==> src/logic/asc_consts.vh <==
// Purpose: constants for the asynchronous static memory controller
// Assumes: 25 MHz system clock, slower (70 ns) memory speed grade timing
// Notes:   cycle counts round minimum times up to whole clock periods
`ifndef ASC_CONSTS_VH
`define ASC_CONSTS_VH

// ----------------------------------------------------------------------------
// geometry
// ----------------------------------------------------------------------------
`define ASC_ADDR_W 17
`define ASC_DATA_W 16
`define ASC_WORDS 131072
`define ASC_LANE_LO 0
`define ASC_LANE_HI 1

// ----------------------------------------------------------------------------
// pin active and idle levels
// ----------------------------------------------------------------------------
`define ASC_PIN_OFF 1'h1
`define ASC_PIN_ON 1'h0
`define ASC_ADDR_RST 17'h00000
`define ASC_DATA_RST 16'h0000

// ----------------------------------------------------------------------------
// timing in ns (70 ns grade) and derived cycle counts
// ----------------------------------------------------------------------------
`define ASC_CLK_PERIOD_NS 40
`define ASC_T_CW_NS 60
`define ASC_T_AW_NS 60
`define ASC_T_BW_NS 60
`define ASC_T_WP_NS 55
`define ASC_T_AA_NS 70
`define ASC_T_OE_NS 35
`define ASC_T_HZ_NS 25
`define ASC_T_OW_NS 10
`define ASC_CEIL_CYC(ns) (((ns) + `ASC_CLK_PERIOD_NS - 1) / `ASC_CLK_PERIOD_NS)
`define ASC_WP_CYC `ASC_CEIL_CYC(`ASC_T_WP_NS)
`define ASC_CW_CYC `ASC_CEIL_CYC(`ASC_T_CW_NS)
`define ASC_RD_CYC `ASC_CEIL_CYC(`ASC_T_AA_NS)
`define ASC_HZ_CYC `ASC_CEIL_CYC(`ASC_T_HZ_NS)
`define ASC_TMR_W 4

`endif

==> src/logic/asc_ctrl.v <==
// Purpose: host controller driving a 128K x 16 asynchronous static memory
// Assumes: pin inputs synchronous to clk_sys; 70 ns memory grade at 25 MHz
// Notes:   one access at a time; output gate only low during reads
//
// Behaviour
// - controller never drives opposite data while memory may drive lines
// - chip select low at least 60 ns before write end
// - address valid at least 60 ns before write end
// - lane select low at least 60 ns before write end
`timescale 1ns/1ps
`include "asc_consts.vh"

module asc_ctrl (
  // clock and reset
  input wire clk_sys,
  input wire rst_b,
  // user request
  input wire req_valid,
  input wire req_write,
  input wire [`ASC_ADDR_W-1:0] req_addr,
  input wire [`ASC_DATA_W-1:0] req_wdata,
  input wire [1:0] req_lane_en,
  output wire req_ready,
  // user response
  output wire rsp_valid,
  output wire [`ASC_DATA_W-1:0] rsp_rdata,
  // memory control pins
  output wire [`ASC_ADDR_W-1:0] word_address,
  output wire chip_select_n,
  output wire write_strobe_n,
  output wire output_gate_n,
  output wire low_byte_sel_n,
  output wire high_byte_sel_n,
  // memory data pins
  input wire [`ASC_DATA_W-1:0] data_lines_in,
  output wire [`ASC_DATA_W-1:0] data_lines_out,
  output wire data_lines_oe
);

  // ----------------------------------------------------------------------------
  // states
  // ----------------------------------------------------------------------------
  localparam [2:0] ST_IDLE = 3'h0;
  localparam [2:0] ST_WR_SETUP = 3'h1;
  localparam [2:0] ST_WR_PULSE = 3'h2;
  localparam [2:0] ST_WR_HOLD = 3'h3;
  localparam [2:0] ST_RD_WAIT = 3'h4;
  localparam [2:0] ST_TURN = 3'h5;

  // cycle counts cut to the timer width on purpose; all fit easily
  localparam integer WP_CYC = `ASC_WP_CYC;
  localparam integer RD_CYC = `ASC_RD_CYC;
  localparam integer HZ_CYC = `ASC_HZ_CYC;
  localparam [`ASC_TMR_W-1:0] ONE_TICK = {{(`ASC_TMR_W-1){1'b0}}, 1'b1};
  localparam [`ASC_TMR_W-1:0] WP_LOAD = WP_CYC[`ASC_TMR_W-1:0] - ONE_TICK;
  localparam [`ASC_TMR_W-1:0] RD_LOAD = RD_CYC[`ASC_TMR_W-1:0] - ONE_TICK;
  localparam [`ASC_TMR_W-1:0] HZ_LOAD = HZ_CYC[`ASC_TMR_W-1:0] - ONE_TICK;

  // lane enable (active high) to active-low lane select pin
  function lane_pin;
    input en;
    begin
      lane_pin = en ? `ASC_PIN_ON : `ASC_PIN_OFF;
    end
  endfunction

  reg [2:0] state_reg, state_next;
  reg [`ASC_ADDR_W-1:0] addr_reg, addr_next;
  reg [`ASC_DATA_W-1:0] wdata_reg, wdata_next;
  reg [`ASC_DATA_W-1:0] rdata_reg, rdata_next;
  reg [1:0] lane_reg, lane_next;
  reg cs_reg, cs_next;
  reg we_reg, we_next;
  reg oe_reg, oe_next;
  reg dq_oe_reg, dq_oe_next;
  reg ready_reg, ready_next;
  reg rsp_valid_reg, rsp_valid_next;
  reg tmr_load;
  reg [`ASC_TMR_W-1:0] tmr_val;
  wire tmr_done;
  wire [1:0] lane_pins;
  reg [1:0] lane_sel_n_reg;

  // ----------------------------------------------------------------------------
  // phase timer
  // ----------------------------------------------------------------------------
  asc_timer u_timer (
    .clk_sys(clk_sys),
    .rst_b(rst_b),
    .load(tmr_load),
    .load_val(tmr_val),
    .expired(tmr_done)
  );

  // ----------------------------------------------------------------------------
  // access sequencer
  // ----------------------------------------------------------------------------
  // next-state and pin levels for each phase
  always @* begin
    state_next = state_reg;
    addr_next = addr_reg;
    wdata_next = wdata_reg;
    rdata_next = rdata_reg;
    lane_next = lane_reg;
    cs_next = cs_reg;
    we_next = we_reg;
    oe_next = oe_reg;
    dq_oe_next = dq_oe_reg;
    ready_next = ready_reg;
    rsp_valid_next = 1'b0;
    tmr_load = 1'b0;
    tmr_val = {`ASC_TMR_W{1'b0}};
    case (state_reg)
      ST_IDLE: begin
        if (req_valid && ready_reg && (req_lane_en != 2'h0)) begin
          // address, select and lanes go out together
          addr_next = req_addr;
          lane_next = req_lane_en;
          cs_next = `ASC_PIN_ON;
          ready_next = 1'b0;
          if (req_write) begin
            // gate stays high so the memory never drives during a write
            wdata_next = req_wdata;
            oe_next = `ASC_PIN_OFF;
            dq_oe_next = 1'b1;
            state_next = ST_WR_SETUP;
          end else begin
            oe_next = `ASC_PIN_ON;
            dq_oe_next = 1'b0;
            tmr_load = 1'b1;
            tmr_val = RD_LOAD;
            state_next = ST_RD_WAIT;
          end
        end
      end
      ST_WR_SETUP: begin
        // select already low before the strobe falls
        we_next = `ASC_PIN_ON;
        tmr_load = 1'b1;
        tmr_val = WP_LOAD;
        state_next = ST_WR_PULSE;
      end
      ST_WR_PULSE: begin
        if (tmr_done) begin
          // strobe, select and lanes rise together to end the write
          we_next = `ASC_PIN_OFF;
          cs_next = `ASC_PIN_OFF;
          lane_next = 2'h0;
          state_next = ST_WR_HOLD;
        end
      end
      ST_WR_HOLD: begin
        // data held one cycle past the write end, then released
        dq_oe_next = 1'b0;
        ready_next = 1'b1;
        state_next = ST_IDLE;
      end
      ST_RD_WAIT: begin
        if (tmr_done) begin
          // address and gate access time both covered here
          rdata_next = data_lines_in;
          rsp_valid_next = 1'b1;
          cs_next = `ASC_PIN_OFF;
          oe_next = `ASC_PIN_OFF;
          lane_next = 2'h0;
          tmr_load = 1'b1;
          tmr_val = HZ_LOAD;
          state_next = ST_TURN;
        end
      end
      ST_TURN: begin
        // bus turnaround: memory must release before anyone drives again
        if (tmr_done) begin
          ready_next = 1'b1;
          state_next = ST_IDLE;
        end
      end
      default: begin
        cs_next = `ASC_PIN_OFF;
        we_next = `ASC_PIN_OFF;
        oe_next = `ASC_PIN_OFF;
        dq_oe_next = 1'b0;
        lane_next = 2'h0;
        ready_next = 1'b1;
        state_next = ST_IDLE;
      end
    endcase
  end

  // ----------------------------------------------------------------------------
  // registers
  // ----------------------------------------------------------------------------
  // all pins idle deselected after reset
  always @(posedge clk_sys) begin
    if (!rst_b) begin
      state_reg <= ST_IDLE;
      addr_reg <= `ASC_ADDR_RST;
      wdata_reg <= `ASC_DATA_RST;
      rdata_reg <= `ASC_DATA_RST;
      lane_reg <= 2'h0;
      lane_sel_n_reg <= {2{`ASC_PIN_OFF}};
      cs_reg <= `ASC_PIN_OFF;
      we_reg <= `ASC_PIN_OFF;
      oe_reg <= `ASC_PIN_OFF;
      dq_oe_reg <= 1'b0;
      ready_reg <= 1'b1;
      rsp_valid_reg <= 1'b0;
    end else begin
      state_reg <= state_next;
      addr_reg <= addr_next;
      wdata_reg <= wdata_next;
      rdata_reg <= rdata_next;
      lane_reg <= lane_next;
      lane_sel_n_reg <= lane_pins;
      cs_reg <= cs_next;
      we_reg <= we_next;
      oe_reg <= oe_next;
      dq_oe_reg <= dq_oe_next;
      ready_reg <= ready_next;
      rsp_valid_reg <= rsp_valid_next;
    end
  end

  // ----------------------------------------------------------------------------
  // pins
  // ----------------------------------------------------------------------------
  // next pin level of each lane select, registered so the pins leave a flop
  genvar gi;
  generate
    for (gi = 0; gi < 2; gi = gi + 1) begin : g_lane
      assign lane_pins[gi] = lane_pin(lane_next[gi]);
    end
  endgenerate

  // all outputs straight from flip-flops
  assign word_address = addr_reg;
  assign chip_select_n = cs_reg;
  assign write_strobe_n = we_reg;
  assign output_gate_n = oe_reg;
  assign low_byte_sel_n = lane_sel_n_reg[`ASC_LANE_LO];
  assign high_byte_sel_n = lane_sel_n_reg[`ASC_LANE_HI];
  assign data_lines_out = wdata_reg;
  assign data_lines_oe = dq_oe_reg;
  assign req_ready = ready_reg;
  assign rsp_valid = rsp_valid_reg;
  assign rsp_rdata = rdata_reg;

endmodule // asc_ctrl

==> src/logic/asc_timer.v <==
// Purpose: down counter that times the phases of a memory access
// Assumes: load has priority over counting
// Notes:   expired is high once the loaded count has run down to zero
`timescale 1ns/1ps
`include "asc_consts.vh"

module asc_timer (
  // clock and reset
  input wire clk_sys,
  input wire rst_b,
  // control
  input wire load,
  input wire [`ASC_TMR_W-1:0] load_val,
  // status
  output wire expired
);

  reg [`ASC_TMR_W-1:0] count_reg;
  reg [`ASC_TMR_W-1:0] count_next;

  // ----------------------------------------------------------------------------
  // counter
  // ----------------------------------------------------------------------------
  // next count: load, else step down to zero
  always @* begin
    count_next = count_reg;
    if (load) begin
      count_next = load_val;
    end else if (count_reg != {`ASC_TMR_W{1'b0}}) begin
      count_next = count_reg - {{(`ASC_TMR_W-1){1'b0}}, 1'b1};
    end
  end

  // state register
  always @(posedge clk_sys) begin
    if (!rst_b) begin
      count_reg <= {`ASC_TMR_W{1'b0}};
    end else begin
      count_reg <= count_next;
    end
  end

  // done flag
  assign expired = (count_reg == {`ASC_TMR_W{1'b0}});

endmodule // asc_timer

==> config.mk <==
export PLATFORM = sky130hd
export DESIGN_NAME = asc_ctrl
export DESIGN_NICKNAME = d
export VERILOG_FILES = /design/src/logic/asc_ctrl.v /design/src/logic/asc_timer.v
export VERILOG_INCLUDE_DIRS = /design/src /design/src/logic
export SDC_FILE = /design/constraint.sdc
export NUM_CORES = 1
export LEC_CHECK = 0
export ABC_AREA = 0
export BUFFER_PORTS_ARGS = -buffer_cell sky130_fd_sc_hd__buf_2
export CAP_MARGIN = 20
export CORE_ASPECT_RATIO = 0.5
export CORE_UTILIZATION = 46
export DETAILED_ROUTE_END_ITERATION = 8
export PLACE_DENSITY = 0.87
export SYNTH_ARGS = -nofsm -noshare
export SYNTH_HDL_FRONTEND = slang
export SYNTH_SLANG_ARGS = --single-unit
==> constraint.sdc <==
create_clock -name clk_sys -period 2.3 [get_ports clk_sys]
set_input_delay 0.23 -clock clk_sys [delete_from_list [all_inputs] [get_ports clk_sys]]
set_output_delay 0.23 -clock clk_sys [all_outputs]
set_load 0.03 [all_outputs]
==> results of run 1 <==
-- worst max-delay path: cells and delay by family, from the launching register on --
kind / cells / cell delay, ns
buffers and inverters: 1 / 0.08
adder cells (fa/ha/maj): 1 / 0.21
AND/OR/NAND/NOR: 3 / 1.03
flip-flops: 1 / 0.31
AO/OA/AOI/OAI: 1 / 0.19
-- layer usage --
| metal | track usage, % | wire length [um] |
|---|---|---|
| met4 | 6.019 | 19 |
| met5 | 0 | 0 |
| met3 | 6.295 | 265 |
| met1 | 24.89 | 2601 |
| met2 | 34.64 | 2867 |
-- power by group through the flow --
stage	Clock (uW)	Combinational (uW)	Sequential, uW
after global routing	1030	1370	1510
after global placement	0	1230	1500
final	958	1250	1480
after floorplan	0	664	1750
after detailed placement	0	1250	1500
after CTS	976	1250	1480
-- worst paths after layout --
kind,from,end,depth (start not counted)
max reg2reg,u_timer.count_reg[0],lane_reg[1],6
max,u_timer.count_reg[0],lane_reg[1],6
min reg2reg,lane_reg[1],lane_sel_n_reg[1],1
min,req_addr[9],word_address[9],3
-- synth_stat cells, types with 2 or more instances --
library cell   n  share of area, %
o211ai_1       2              0.61
inv_1          5              0.76
a21oi_1       51                10
dfxtp_1       66                53
nor2_1        10               1.5
o21ai_0        5               1.0
nand3_1       19               3.8
a32oi_1        2              0.71
or3_1          2              0.50
and2_1         2              0.50
buf_2          8               1.6
a211oi_1       2              0.61
a32o_1         2              0.81
nand2_1       90                14
a21o_1         2              0.61
nor3_1         3              0.61
o21bai_1       2              0.61
buf_1          2              0.30
xnor2_1        2              0.71
clkbuf_1      12               1.8
-- through the flow --
stage	hold slack, ns	cell area (sq um)	total power (uW)	utilization (%)	setup slack [ns]
final	0.1336	3287	3685	65.15	0.3681
after global routing	0.1237	3287	3905	65.15	0.1256
after CTS	0.1251	3287	3708	65.15	0.3713
after detailed placement	0.4220	3089	2750	61.24	0.3803
after global placement	0.4126	3089	2727	61.24	0.4092
after floorplan	0.3463	2479	2416	-	0.4630
-- cells in the final DEF, fill, tap and decap left out, types with 3 or more instances in the layout --
master / Yosys / routed
a21oi_1: 51 / 51
buf_2: 8 / 111
buf_4: 0 / 8
clkbuf_1: 12 / 3
clkbuf_8: 0 / 11
dfxtp_1: 66 / 66
inv_1: 5 / 5
nand2_1: 90 / 90
nand3_1: 19 / 19
nor2_1: 10 / 10
nor3_1: 3 / 3
o21ai_0: 5 / 5
-- cell families after synthesis --
group | Yosys count | synth area share, %
compound gates | 76 | 17.87
xor+xnor | 2 | 0.7068
fa+ha+maj | 2 | 0.9086
buf+inv | 27 | 4.493
flops | 66 | 53.31
mux | 1 | 0.4543
simple gates | 130 | 22.26
-- area by class of cell --
| class | instances | area [sq um] |
|---|---|---|
| inverters | 5 | 18.77 |
| clock buffers | 14 | 162.7 |
| well taps | 70 | 87.58 |
| multi-input cells | 211 | 1046 |
| flip-flops and latches | 66 | 1321 |
| repair buffers | 119 | 615.6 |
| fillers | 456 | 1758 |
| clock inverters | 2 | 35.03 |
==> results.sh, run 1 <==
export IMPL_setup_viol=0
export IMPL_critical_path_class="reg2reg"
export IMPL_dp_hpwl_mm=4.080
export IMPL_cts_tree="yes"
export IMPL_status="finished, final reports clean"
export IMPL_yosysWarningCount=0
export IMPL_dr_pass1_iters=4
export IMPL_antenna_found_initial=0
export IMPL_placed_cells=471
export IMPL_slowest_delay_ns=0.47
export IMPL_antenna_cells=0
export IMPL_ant_nets=0
export IMPL_cts_htree_levels=3
export IMPL_drv_cap=0
export IMPL_switching_share_pct=36.58
export IMPL_cts_sinks=66
export IMPL_regToRegSetupSlack_ns=0.37
export IMPL_cts_repair_resized=0
export IMPL_synth_edff_count=0
export IMPL_ys_flop_type="dfxtp_1"
export IMPL_post_cts_buffers=0
export IMPL_grt_overflow=0
export IMPL_fin_crit_ns=1.932
export IMPL_fmax_ghz=0.5176
export IMPL_cp_end_kind="flip-flop"
export IMPL_root_buffer="clkbuf_8"
export IMPL_slew_headroom_pct=64.88
export IMPL_drive_gt1_share_pct=32.37
export IMPL_die_x_um=105.8
export IMPL_crit_chain="inv_1 > ha_1 > or3b_1 > or3_1 > and4_4 > a32o_1"
export IMPL_clock_power_share_pct=26.0
export IMPL_area_growth_pct=32.61
export IMPL_p_switching_uw=1348
export IMPL_clkLatencyLatePin_ns=0.33
export IMPL_netlist_instances=304
export IMPL_grt_max_degree=26
export IMPL_avgSynthCellArea_sq_um=8.153
export IMPL_p_seq_share_pct=40.1
export IMPL_grt_usage_pct=20.12
export IMPL_num_vias=2410
export IMPL_grt_pass1_wl_mm=8.866
export IMPL_instances_no_fill=487
export IMPL_wire_per_inst_um=11.81
export IMPL_worstMarginPinSlew_ns=0.5254
export IMPL_portBuffers=111
export IMPL_grt_setup_unrepaired="no"
export IMPL_worstPathMaxFanout=7
export IMPL_die_y_um=53.91
export IMPL_power_frac_comb_pct=33.9
export IMPL_skew_ns=0.008190
export IMPL_holdCritPathClass="in2reg"
export IMPL_place_gp_congestion=0.7174
export IMPL_cts_buffers_inserted=9
export IMPL_hold_viol_final=0
export IMPL_synth_area_sq_mm=0.002479
export IMPL_slowest_stage="or3b_1"
export IMPL_synth_async_sr_flop_share_pct=0
export IMPL_first_iter_violations=114
export IMPL_row_count=18
export IMPL_setup_tns_ns=0
export IMPL_grt_pass1_vias=1956
export IMPL_hold_buffers=0
export IMPL_p_per_area_mw_per_mm2=1121
export IMPL_finalCritPeriodShare_pct=83.99
export IMPL_leakagePower_uw=0.001463
export IMPL_wirelength_mm=5.753
export IMPL_startpoint_type="flip-flop"
export IMPL_ys_ff_latch=66
export IMPL_ys_seq_area_share_pct=53.31
export IMPL_start_util_pct=49.13
export IMPL_vias_per_cell=4.949
export IMPL_finalNetCount=468
export IMPL_cts_buffer_depth=2
export IMPL_syn_num_nets=360
export IMPL_die_area_sq_mm=0.005704
export IMPL_drc=0
export IMPL_worstPathRequired_ns=2.52
export IMPL_p_int_uw=2337
export IMPL_peakVddDrop_mv=0.6659
export IMPL_clk_pin_slew_ns=0.07
export IMPL_slew_viol_final=0
export IMPL_coreArea_sq_mm=0.005045
export IMPL_largest_reg_flops=17
export IMPL_io_pins=112
export IMPL_ys_types=35
export IMPL_cp_arrival_ns=2.15
Power figures use the tool's default switching activity.
==> run 2: changes to the inputs <==
--- a/config.mk
+++ b/config.mk
@@ -10,9 +10,9 @@
 export BUFFER_PORTS_ARGS = -buffer_cell sky130_fd_sc_hd__buf_2
 export CAP_MARGIN = 20
 export CORE_ASPECT_RATIO = 0.5
-export CORE_UTILIZATION = 46
+export CORE_UTILIZATION = 42
 export DETAILED_ROUTE_END_ITERATION = 8
-export PLACE_DENSITY = 0.87
+export PLACE_DENSITY = 0.84
 export SYNTH_ARGS = -nofsm -noshare
 export SYNTH_HDL_FRONTEND = slang
 export SYNTH_SLANG_ARGS = --single-unit
==> constraint.sdc (replaced) <==
create_clock -name clk_sys -period 1.7 [get_ports clk_sys]
set_input_delay 0.17 -clock clk_sys [delete_from_list [all_inputs] [get_ports clk_sys]]
set_output_delay 0.17 -clock clk_sys [all_outputs]
set_load 0.03 [all_outputs]
==> run 2 against run 1 <==
Maximum frequency rose by 15%; critical endpoint unchanged; final cell count up 1.8%; flip-flop and latch count is the same; sequential power rose by 35%; clock power grew 89%.
==> results.sh, run 2 (synthesized netlist as in run 1, its figures left out) <==
export IMPL_coreArea_sq_mm=0.005587
export IMPL_ff_latch_area_sq_mm=0.001323
export IMPL_slowest_delay_ns=0.35
export IMPL_multi_input_area_sq_mm=0.001072
export IMPL_grt_max_degree=57
export IMPL_area_growth_pct=41.29
export IMPL_cts_buffer_depth=2
export IMPL_grt_overflow=0
export IMPL_die_x_um=110.6
export IMPL_crit_chain="inv_2 > ha_4 > or3b_1 > or3_1 > and4_4 > a32o_1"
export IMPL_critical_path_class="reg2reg"
export IMPL_dr_pass1_iters=5
export IMPL_final_cell_mix="buf_2, nand2_1, dfxtp_1, a21oi_1, nand3_1"
export IMPL_crit_start="u_timer.count_reg[0]"
export IMPL_p_int_uw=3769
export IMPL_p_switching_uw=1954
export IMPL_holdCritPathClass="in2reg"
export IMPL_root_buffer="clkbuf_16"
export IMPL_timing_rr_end="lane_reg[1]"
export IMPL_drc=0
export IMPL_die_y_um=56.32
export IMPL_finalCritPeriodShare_pct=99.09
export IMPL_p_per_area_mw_per_mm2=1634
export IMPL_peakVddDrop_mv=0.8762
export IMPL_drive_gt1_share_pct=34.52
export IMPL_finalPower_uw=5723
export IMPL_cp_arrival_ns=1.90
export IMPL_worstReg2RegStart="u_timer.count_reg[0]"
export IMPL_cp_endpoint="lane_reg[1]"
export IMPL_grt_usage_pct=20.32
export IMPL_worstPathRequired_ns=1.91
export IMPL_antenna_cells=0
export IMPL_cts_buffers_inserted=9
export IMPL_grt_pass1_vias=2213
export IMPL_use_met2_pct=35.49
export IMPL_io_pins=112
export IMPL_utilization_pct=62.69
export IMPL_setup_viol=0
export IMPL_skew_ns=0.003990
export IMPL_status="finished, final reports clean"
export IMPL_cts_tree="yes"
export IMPL_reg2regPathDepth=6
export IMPL_grt_setup_unrepaired="yes"
export IMPL_place_gp_congestion=0.7486
export IMPL_wire_per_inst_um=12.25
export IMPL_finalNetCount=474
export IMPL_first_iter_violations=163
export IMPL_worstPathMaxFanout=5
export IMPL_clk_pin_slew_ns=0.05
export IMPL_regToRegSetupSlack_ns=0.02
export IMPL_cts_htree_levels=3
export IMPL_hold_viol_final=0
export IMPL_wirelength_mm=6.074
export IMPL_start_util_pct=44.37
export IMPL_fillCellCount=490
export IMPL_fin_crit_ns=1.684
export IMPL_row_count=19
export IMPL_dp_hpwl_mm=4.060
export IMPL_switching_share_pct=34.14
export IMPL_top_usage_layer="met2"
export IMPL_post_dp_cell_area_sq_mm=0.003182
export IMPL_power_frac_comb_pct=33.4
export IMPL_clkLatencyLatePin_ns=0.32
export IMPL_clock_power_share_pct=31.6
export IMPL_largest_reg_flops=17
export IMPL_drv_cap=0
export IMPL_ant_nets=0
export IMPL_met1_usage_pct=23.08
export IMPL_die_area_sq_mm=0.006231
export IMPL_met3_usage_pct=5.724
export IMPL_num_vias=2489
export IMPL_leakagePower_uw=0.001555
export IMPL_vias_per_cell=5.018
export IMPL_grt_pass1_wl_mm=10.03
export IMPL_cts_sinks=66
export IMPL_design_area_sq_mm=0.003502
export IMPL_portBuffers=111
export IMPL_slew_viol_final=0
export IMPL_startpoint_type="flip-flop"
export IMPL_antenna_found_initial=0
export IMPL_layout_commonest_cell="buf_2"
export IMPL_slowest_stage="or3b_1"
export IMPL_p_seq_share_pct=35.0
export IMPL_cp_end_kind="flip-flop"
export IMPL_fmax_ghz=0.5937
export IMPL_slew_headroom_pct=74.74
export IMPL_worstMarginPinSlew_ns=0.3784
[run 2: power by group through the flow]
stage	sequential [uW]	clock (uW)	combinational (uW)
finish	2000	1810	1910
global route	2030	1910	2090
CTS	1990	1850	1890
detailed placement	2010	0	1860
global placement	2010	0	1830
floorplan	2370	0	946
[run 2: worst min-delay path by stage]
stage	cells past startpoint	endpoint	start	slack, ns
after floorplan	1	lane_sel_n_reg[0]	req_lane_en[0]	0.29
after global placement	3	rsp_rdata[6]	data_lines_in[6]	0.41
after detailed placement	1	lane_sel_n_reg[1]	lane_reg[1]	0.42
after CTS	3	rsp_rdata[7]	data_lines_in[7]	0.07
after global routing	3	rsp_rdata[1]	data_lines_in[1]	0.08
final	3	rsp_rdata[12]	data_lines_in[12]	0.08
[run 2: per-stage QoR]
step / setup TNS (ns) / hold WS [ns] / worst slack (ns) / cells
after floorplan: -0.1552 / 0.2863 / -0.07761 / 304
after global placement: 0 / 0.4103 / 0.02438 / 479
after detailed placement: 0 / 0.4158 / 0.001757 / 479
after CTS: 0 / 0.07175 / 0.01898 / 496
after global routing: -0.05950 / 0.08487 / -0.03695 / 496
final: 0 / 0.08267 / 0.01553 / 496
[run 2: cell type report]
type	instances	area share, %
inverter	5	0.5359
tap	73	2.608
clock inverter	2	1.000
multi-input combinational	211	30.62
timing repair buffer	125	19.94
clock buffer	14	7.538
sequential	66	37.76
[run 2: layer usage]
metal | vias up | part of all wire, %
met4 | 0 | 1.6
li1 | 1256 | -
met1 | 1133 | 43
met5 | - | 0
met2 | 90 | 50
met3 | 10 | 5.6
[run 2: worst max-delay path: cells and delay by family, from the launching register on]
kind                       cells  cell delay, ns
and+or+nand+nor                3            0.85
DFF                            1            0.31
AOI/OAI and AO/OA              1            0.19
adders and majority gates      1            0.15
buffers and inverters          1            0.08
[run 2: what timing repair did]
| action | 4_1_cts | 5_1_grt |
|---|---|---|
| cloned | 0 | 0 |
| setup buffers | 1 | 0 |
| pin swaps | 1 | 1 |
| endpoints found under the setup margin | 2 | 20 |
| gates resized for setup | 0 | 2 |
| hold buffers | 0 | 0 |
